**src/servo_off_pkg.sv**
```systemverilog
package servo_off_pkg;
   // ------------------------------------------------------------
   // Register map (word index, byte address is four times it)
   // ------------------------------------------------------------
   localparam logic [7:0] IDX_STOP_SELECT = 8'h69;
   localparam logic [7:0] IDX_STOPPED_DELAY = 8'h6A;
   localparam logic [7:0] IDX_RUNNING_DELAY = 8'h6B;
   localparam logic [7:0] IDX_STATUS = 8'h6F;
   localparam logic [7:0] IDX_SPEED_THRESH = 8'h6E;
   // ------------------------------------------------------------
   // Reset values and limits
   // ------------------------------------------------------------
   localparam logic [2:0] RST_STOP_SELECT = 3'h0;
   localparam logic [7:0] RST_STOPPED_DELAY = 8'h0A;
   localparam logic [7:0] RST_RUNNING_DELAY = 8'h32;
   localparam logic [15:0] RST_SPEED_THRESH = 16'h0032;
   localparam logic [7:0] MAX_DELAY = 8'h64;
   // ------------------------------------------------------------
   // Stop select field positions
   // ------------------------------------------------------------
   localparam int SEL_FREE_RUN_BIT = 0;
   localparam int SEL_SERVO_FREE_BIT = 1;
   localparam int SEL_HOLD_BIT = 2;
   // ------------------------------------------------------------
   // Timing
   // ------------------------------------------------------------
   localparam int CLK_HZ = 100_000_000;
   localparam int TICK_MS = 2;
   localparam int TICK_CYCLES = CLK_HZ / 1000 * TICK_MS;
   typedef enum logic [3:0] {
      ST_RUN = 4'h1,
      ST_STOP_WAIT = 4'h2,
      ST_DECEL = 4'h4,
      ST_OFF = 4'h8
   } seq_state_t;
endpackage : servo_off_pkg

```
**src/tick_if.sv**
```systemverilog
`timescale 1ns/1ps
interface tick_if;
   logic clear;
   logic tick;
   modport source (input clear, output tick);
   modport sink (output clear, input tick);
endinterface : tick_if

```
**src/tick_divider.sv**
```systemverilog
`timescale 1ns/1ps
module tick_divider
   import servo_off_pkg::*;
#(
   parameter int TICK_LEN = TICK_CYCLES
)(
   input wire logic clk,
   input wire logic rst_n,
   tick_if.source tk
);
   logic [31:0] cnt_reg;

   // Restart on clear so the first tick is a full period after run falls
   always_ff @(posedge clk)
   begin
      if (!rst_n || tk.clear)
      begin
         cnt_reg <= 32'h0;
      end
      else if (cnt_reg == 32'(TICK_LEN - 1))
      begin
         cnt_reg <= 32'h0;
      end
      else
      begin
         cnt_reg <= cnt_reg + 32'h1;
      end
   end

   assign tk.tick = rst_n && !tk.clear && (cnt_reg == 32'(TICK_LEN - 1));
endmodule : tick_divider

```
**src/servo_off_stop_brake_seq.sv**
```systemverilog
// Added by the designer: register access over Wishbone.
`timescale 1ns/1ps
module servo_off_stop_brake_seq
   import servo_off_pkg::*;
#(
   parameter int TICK_LEN = TICK_CYCLES
)(
   input wire logic clk,
   input wire logic rst_n,
   input wire logic wb_cyc_i,
   input wire logic wb_stb_i,
   input wire logic wb_we_i,
   input wire logic [31:0] wb_adr_i,
   input wire logic [3:0] wb_sel_i,
   input wire logic [31:0] wb_dat_i,
   output logic [31:0] wb_dat_o,
   output logic wb_ack_o,
   input wire logic run_cmd,
   input wire logic motor_stopped,
   input wire logic [15:0] motor_speed,
   output logic brake_interlock_output,
   output logic servo_on,
   output logic dyn_brake_on,
   output logic deviation_clear
);
   logic [2:0] stop_select_reg;
   logic [7:0] stopped_delay_reg;
   logic [7:0] running_delay_reg;
   logic [15:0] speed_thresh_reg;
   logic [2:0] latched_sel_reg;
   logic [7:0] tick_cnt_reg;
   logic run_d_reg;
   logic run_fall;
   logic dec;
   logic [7:0] idx;
   logic [31:0] rd_next;
   seq_state_t state_reg;
   tick_if tk ();

   tick_divider #(.TICK_LEN(TICK_LEN)) u_div (
      .clk(clk),
      .rst_n(rst_n),
      .tk(tk)
   );

   // ------------------------------------------------------------
   // Wishbone slave, one wait state, ack dropped after each access
   // ------------------------------------------------------------
   assign idx = wb_adr_i[9:2];
   assign dec = wb_cyc_i && wb_stb_i && !wb_ack_o;

   always_ff @(posedge clk)
   begin
      if (!rst_n)
      begin
         wb_ack_o <= 1'b0;
      end
      else
      begin
         wb_ack_o <= dec;
      end
   end

   always_ff @(posedge clk)
   begin
      if (!rst_n)
      begin
         stop_select_reg <= RST_STOP_SELECT;
         stopped_delay_reg <= RST_STOPPED_DELAY;
         running_delay_reg <= RST_RUNNING_DELAY;
         speed_thresh_reg <= RST_SPEED_THRESH;
      end
      else if (dec && wb_we_i)
      begin
         if (idx == IDX_STOP_SELECT && wb_sel_i[0])
         begin
            stop_select_reg <= wb_dat_i[2:0];
         end
         // Delays above the top of range are clamped
         if (idx == IDX_STOPPED_DELAY && wb_sel_i[0])
         begin
            stopped_delay_reg <= (wb_dat_i[7:0] > MAX_DELAY) ? MAX_DELAY : wb_dat_i[7:0];
         end
         if (idx == IDX_RUNNING_DELAY && wb_sel_i[0])
         begin
            running_delay_reg <= (wb_dat_i[7:0] > MAX_DELAY) ? MAX_DELAY : wb_dat_i[7:0];
         end
         if (idx == IDX_SPEED_THRESH)
         begin
            if (wb_sel_i[0])
            begin
               speed_thresh_reg[7:0] <= wb_dat_i[7:0];
            end
            if (wb_sel_i[1])
            begin
               speed_thresh_reg[15:8] <= wb_dat_i[15:8];
            end
         end
      end
   end

   always_comb
   begin
      rd_next = 32'h0;
      case (idx)
         IDX_STOP_SELECT: rd_next = {29'h0, stop_select_reg};
         IDX_STOPPED_DELAY: rd_next = {24'h0, stopped_delay_reg};
         IDX_RUNNING_DELAY: rd_next = {24'h0, running_delay_reg};
         IDX_SPEED_THRESH: rd_next = {16'h0, speed_thresh_reg};
         IDX_STATUS: rd_next = {24'h0, tick_cnt_reg[3:0], state_reg};
         default: rd_next = 32'h0;
      endcase
   end

   always_ff @(posedge clk)
   begin
      if (!rst_n)
      begin
         wb_dat_o <= 32'h0;
      end
      else if (dec && !wb_we_i)
      begin
         wb_dat_o <= rd_next;
      end
   end

   // ------------------------------------------------------------
   // Run command edge and delay tick count
   // ------------------------------------------------------------
   always_ff @(posedge clk)
   begin
      if (!rst_n)
      begin
         run_d_reg <= 1'b0;
      end
      else
      begin
         run_d_reg <= run_cmd;
      end
   end

   assign run_fall = run_d_reg && !run_cmd;
   assign tk.clear = run_fall || state_reg == ST_RUN;

   always_ff @(posedge clk)
   begin
      if (!rst_n || tk.clear)
      begin
         tick_cnt_reg <= 8'h0;
      end
      else if (tk.tick && tick_cnt_reg != 8'hFF)
      begin
         tick_cnt_reg <= tick_cnt_reg + 8'h1;
      end
   end

   // ------------------------------------------------------------
   // Sequence
   // ------------------------------------------------------------
   always_ff @(posedge clk)
   begin
      if (!rst_n)
      begin
         state_reg <= ST_OFF;
         latched_sel_reg <= RST_STOP_SELECT;
      end
      else
      begin
         case (state_reg)
            ST_RUN:
            begin
               if (!run_cmd)
               begin
                  latched_sel_reg <= stop_select_reg;
                  state_reg <= motor_stopped ? ST_STOP_WAIT : ST_DECEL;
               end
            end
            ST_STOP_WAIT:
            begin
               if (run_cmd)
               begin
                  state_reg <= ST_RUN;
               end
               else if (tick_cnt_reg >= stopped_delay_reg)
               begin
                  state_reg <= ST_OFF;
               end
            end
            ST_DECEL:
            begin
               if (run_cmd)
               begin
                  state_reg <= ST_RUN;
               end
               else if (tick_cnt_reg >= running_delay_reg || motor_speed <= speed_thresh_reg)
               begin
                  state_reg <= ST_OFF;
               end
            end
            ST_OFF:
            begin
               if (run_cmd)
               begin
                  state_reg <= ST_RUN;
               end
            end
            default: state_reg <= ST_OFF;
         endcase
      end
   end

   // ------------------------------------------------------------
   // Outputs
   // ------------------------------------------------------------
   always_ff @(posedge clk)
   begin
      if (!rst_n)
      begin
         brake_interlock_output <= 1'b0;
         servo_on <= 1'b0;
         dyn_brake_on <= 1'b0;
         deviation_clear <= 1'b0;
      end
      else
      begin
         // Interlock released only while running or decelerating
         // The leaving edge of RUN already follows the path taken, so no one-cycle dip
         brake_interlock_output <= (state_reg == ST_RUN && (run_cmd || !motor_stopped)) ||
                                   (state_reg == ST_DECEL);
         servo_on <= (state_reg == ST_RUN && (run_cmd || motor_stopped)) ||
                     (state_reg == ST_STOP_WAIT);
         case (state_reg)
            ST_DECEL: dyn_brake_on <= !latched_sel_reg[SEL_FREE_RUN_BIT];
            ST_OFF: dyn_brake_on <= !latched_sel_reg[SEL_SERVO_FREE_BIT];
            default: dyn_brake_on <= 1'b0;
         endcase
         deviation_clear <= state_reg != ST_RUN &&
                            !latched_sel_reg[SEL_HOLD_BIT];
      end
   end
endmodule : servo_off_stop_brake_seq

```
**config.mk**
```make
export PLATFORM = sky130hd
export DESIGN_NAME = servo_off_stop_brake_seq
export DESIGN_NICKNAME = d
export VERILOG_FILES = /design/src/servo_off_pkg.sv /design/src/tick_if.sv /design/src/tick_divider.sv /design/src/servo_off_stop_brake_seq.sv
export SDC_FILE = /design/constraint.sdc
export NUM_CORES = 1
export LEC_CHECK = 0
export ABC_AREA = 1
export BUFFER_PORTS_ARGS = -buffer_cell sky130_fd_sc_hd__buf_2
export CORE_MARGIN = 2
export CORE_UTILIZATION = 55
export CTS_CLUSTER_SIZE = 14
export DETAILED_ROUTE_END_ITERATION = 10
export GPL_ROUTABILITY_DRIVEN = 0
export PLACE_DENSITY = 0.81
export SLEW_MARGIN = 30
export SYNTH_ARGS = -nofsm -noshare
export SYNTH_HDL_FRONTEND = slang
export SYNTH_SLANG_ARGS = --single-unit
```
**constraint.sdc**
```tcl
create_clock -name clk -period 1.8 [get_ports clk]
set_clock_uncertainty 0.1 [all_clocks]
set_input_delay 0 -clock clk [delete_from_list [all_inputs] [get_ports clk]]
set_output_delay 0 -clock clk [all_outputs]
set_load 0.005 [all_outputs]
```
==> metrics.md <==
| Metric | Value |
|---|---|
| Detailed placement HPWL | 11,000 um |
| Maximum vdd ir drop | 706 uV |
| Largest register FFs | 32 |
| Setup repair after global routing missed its margin | true |
| Fraction of registers with async set/reset | 0% |
| Most used standard cells in the synthesized netlist | nand2_1 (138), inv_1 (120), dfxtp_1 (104) |
| Drt first-iter violations | 410 |
| Worst hold-check path type | in -> reg |
| Number of nets in the layout | 1,079 |
| Setup slack after placement | -0.0585 ns |
| Number of enable flip-flop cells after synthesis | 0 |
| CP Data Required Time | 1.96 ns |
| Antenna violations before repair | 0 |
| Clock-pin slew reported for the worst setup and hold paths after clock tree synthesis | 0.11 ns |
| GRT Util Overall | 27.2% |
| Critical path's slowest cell | dfxtp_2 |
| Crit path time final | 1.82 ns |
| Library cell occupying the most area in the post-synthesis netlist | dfxtp_1 |
| Run status | finished, violations left |
| Total area of sequential cells | 2120 um^2 |
| Flip-flop cell with the highest count after synthesis | dfxtp_1 |
| Total CTS buffers | 9 |
| DRC violation count after routing | 0 |
| Post-synthesis average cell area | 7.21 um^2 |
| Total power divided by cell area | 610 nW/um^2 |
| Most Frequent Cell on Critical Path | nand2_1 |
| Floorplan die width | 107 um |
| Slew Viols, Final | 0 |
| Period utilization | 101% |
| Synth warn | 0 |
| Post-synthesis sequential element count | 104 |
| I/O pin total | 128 |
| Post-Syn Area | 5810 um^2 |
| Routed wire length | 17,000 um |
| Number of endpoints with negative hold slack in the final report | 0 |
| Global-route wire length before repair | 25,100 um |
| Antenna cells | 0 |
| Maximum clock rate | 549 MHz |
| Synth Instances | 805 |
| Critical Path Sink Type | flip-flop |
| Multi-input gate area | 3550 um^2 |
| Largest net degree at the start of global routing | 27 |
| CP startpoint kind | flip-flop |
| Series of cell instances along the critical path | inv_2, ha_4, nand2_1, nor2_2, nand2_2, inv_2, nand2_1, nand2_2, nand3_4, nand2_1, inv_1, o211ai_1, inv_1 |
| Fraction of final layout cells with drive strength greater than 1 | 30.3% |
| Vias in the first global route | 5,414 |
| Synth area leaders | dfxtp_1 (36%), nand2_1 (8.9%), inv_1 (7.8%) |
| Starting utilization of the core area | 56.5% |
| Max Cap Violations | 0 |
| Area overhead of the layout relative to synthesis | 30.2% |
| Distinct cell type count of the synthesized netlist | 42 |
| Violations in the final reports | negative setup slack |
| Core ar. | 10,300 um^2 |
| Final count of negative-setup-slack endpoints | 1 |
| Share of synthesized area occupied by flip-flops and latches | 35.9% |
| Skew-Pair Late Insertion Delay | 0.38 ns |
| Pleak | 3.22 nW |
| Data arrival time of the critical path | 1.98 ns |
| Via count | 6,090 |
| CP max stage delay | 0.36 ns |
| Path type of the worst setup path | reg -> reg |
| Yosys top cell area share | 35.9% |
| Post-layout total power | 4.61 mW |
| Master cell of the clock root buffer | clkbuf_8 |
| CTS tree | yes |
| Average vias per placed instance | 5.56 |
| CTS max path bufs | 2 |
| Y dimension of the die | 107 um |
| Congestion Overflow GR | 0 |
| Smallest hold slack | 0.0380 ns |
| Drt first pass iters | 5 |
| Slew at the pin closest to its max-slew limit | 0.736 ns |
| Final worst setup slack | -0.0212 ns |
| Filler instances | 753 |
| Number of routed nets with antenna violations | 0 |
| Die area | 11,400 um^2 |
| Critical Path Fanout Max | 4 |
| Port buffer count | 69 |
| Most numerous cell in the Yosys netlist | nand2_1 |
| Clock H-tree levels | 3 |
| Headroom to the max-slew limit | 50.9% |
| Wirelength per Cell | 15.5 um |
| Clock tree sinks | 104 |
| Row count | 37 |
cell type report:
type / instances / area share [%]
inverters: 126 / 6.26
flip-flops and latches: 104 / 28.1
multi-input cells: 559 / 47.0
clock inverters: 6 / 0.679
repair buffers: 154 / 14.0
well taps: 136 / 2.25
clock buffers: 10 / 1.82
critical path: cells and delay by family (launching register included):
kind                     cells  cell delay [ns]
buffers and inverters        4             0.21
flip-flops                   1             0.36
AND/OR/NAND/NOR              7             0.69
adder cells (fa/ha/maj)      1             0.27
AO/OA/AOI/OAI                1             0.07
through the flow:
step | instances | cell area, um^2 | setup TNS, ns | util, %
2_1_floorplan | 820 | 5860 | 0 | -
3_3_place_gp | 1043 | 6540 | -0.0188 | 63.7
3_5_place_dp | 1043 | 6540 | -0.168 | 63.7
4_1_cts | 1087 | 7050 | 0 | 68.6
5_1_grt | 1095 | 7560 | -0.520 | 73.5
6_report | 1095 | 7560 | -0.0212 | 73.5
what timing repair did:
action,CTS,global route
setup endpoints to repair,5,51
hold endpoints to repair,44,0
setup buffers,1,8
pin swaps,4,31
resized for setup,12,118
hold buffers,27,0
power breakdown:
| group | internal, mW | switching (mW) | total [mW] |
|---|---|---|---|
| Sequential | 2.37 | 0.0331 | 2.40 |
| Clock | 0.562 | 0.877 | 1.44 |
| Combinational | 0.324 | 0.441 | 0.765 |
metal layers:
metal / part of all wire (%) / vias up / GRT usage (%) / wire length [um]
met5: 0 / - / 0 / 0
met4: 4.5 / 0 / 7.98 / 762
met3: 7.0 / 79 / 6.75 / 1180
met2: 48 / 268 / 45.5 / 8230
met1: 40 / 2797 / 34.8 / 6800
li1: - / 2946 / - / -
kinds of logic (layout without fill, tap and decap cells):
family / count (synthesis) / after routing / share of synthesized area [%]
xor+xnor: 11 / 11 / 1.66
other cells: 1 / 16 / 0.0646
fa+ha+maj: 34 / 34 / 7.33
buf+inv: 157 / 296 / 11.6
simple gates: 334 / 334 / 28.3
compound gates: 164 / 164 / 15.2
flops: 104 / 104 / 35.9
cells in the final DEF (no fill, tap or decap), drive strengths merged:
master,n
nand2,143
inv,127
buf,127
dfxtp,104
nor2,77
a21oi,75
o21ai,55
nor3,36
ha,34
nand4,33
dlygate4sd3,27
nand3,24
conb,16
o22ai,14
clkbuf,10
nor4,10
xor2,8
o211ai,7
a31oi,5
nor3b,5
or2,5
clkinv,5
a211oi,4
xnor2,3
a21o,2
o21a,1
o21bai,1
nand3b,1
worst paths after layout:
| kind | start | end | slack, ns | cells past startpoint |
|---|---|---|---|---|
| max | speed_thresh_reg[15]$_SDFFE_PN0P_ | state_reg[1]$_SDFFE_PN0P_ | -0.02 | 13 |
| min | wb_cyc_i | speed_thresh_reg[12]$_SDFFE_PN0P_ | 0.04 | 5 |
| max reg2reg | speed_thresh_reg[15]$_SDFFE_PN0P_ | state_reg[1]$_SDFFE_PN0P_ | -0.02 | 13 |
| min reg2reg | latched_sel_reg[2]$_SDFFE_PN0P_ | deviation_clear$_SDFF_PN0_ | 0.33 | 1 |
(Power assumes the default switching activity.)
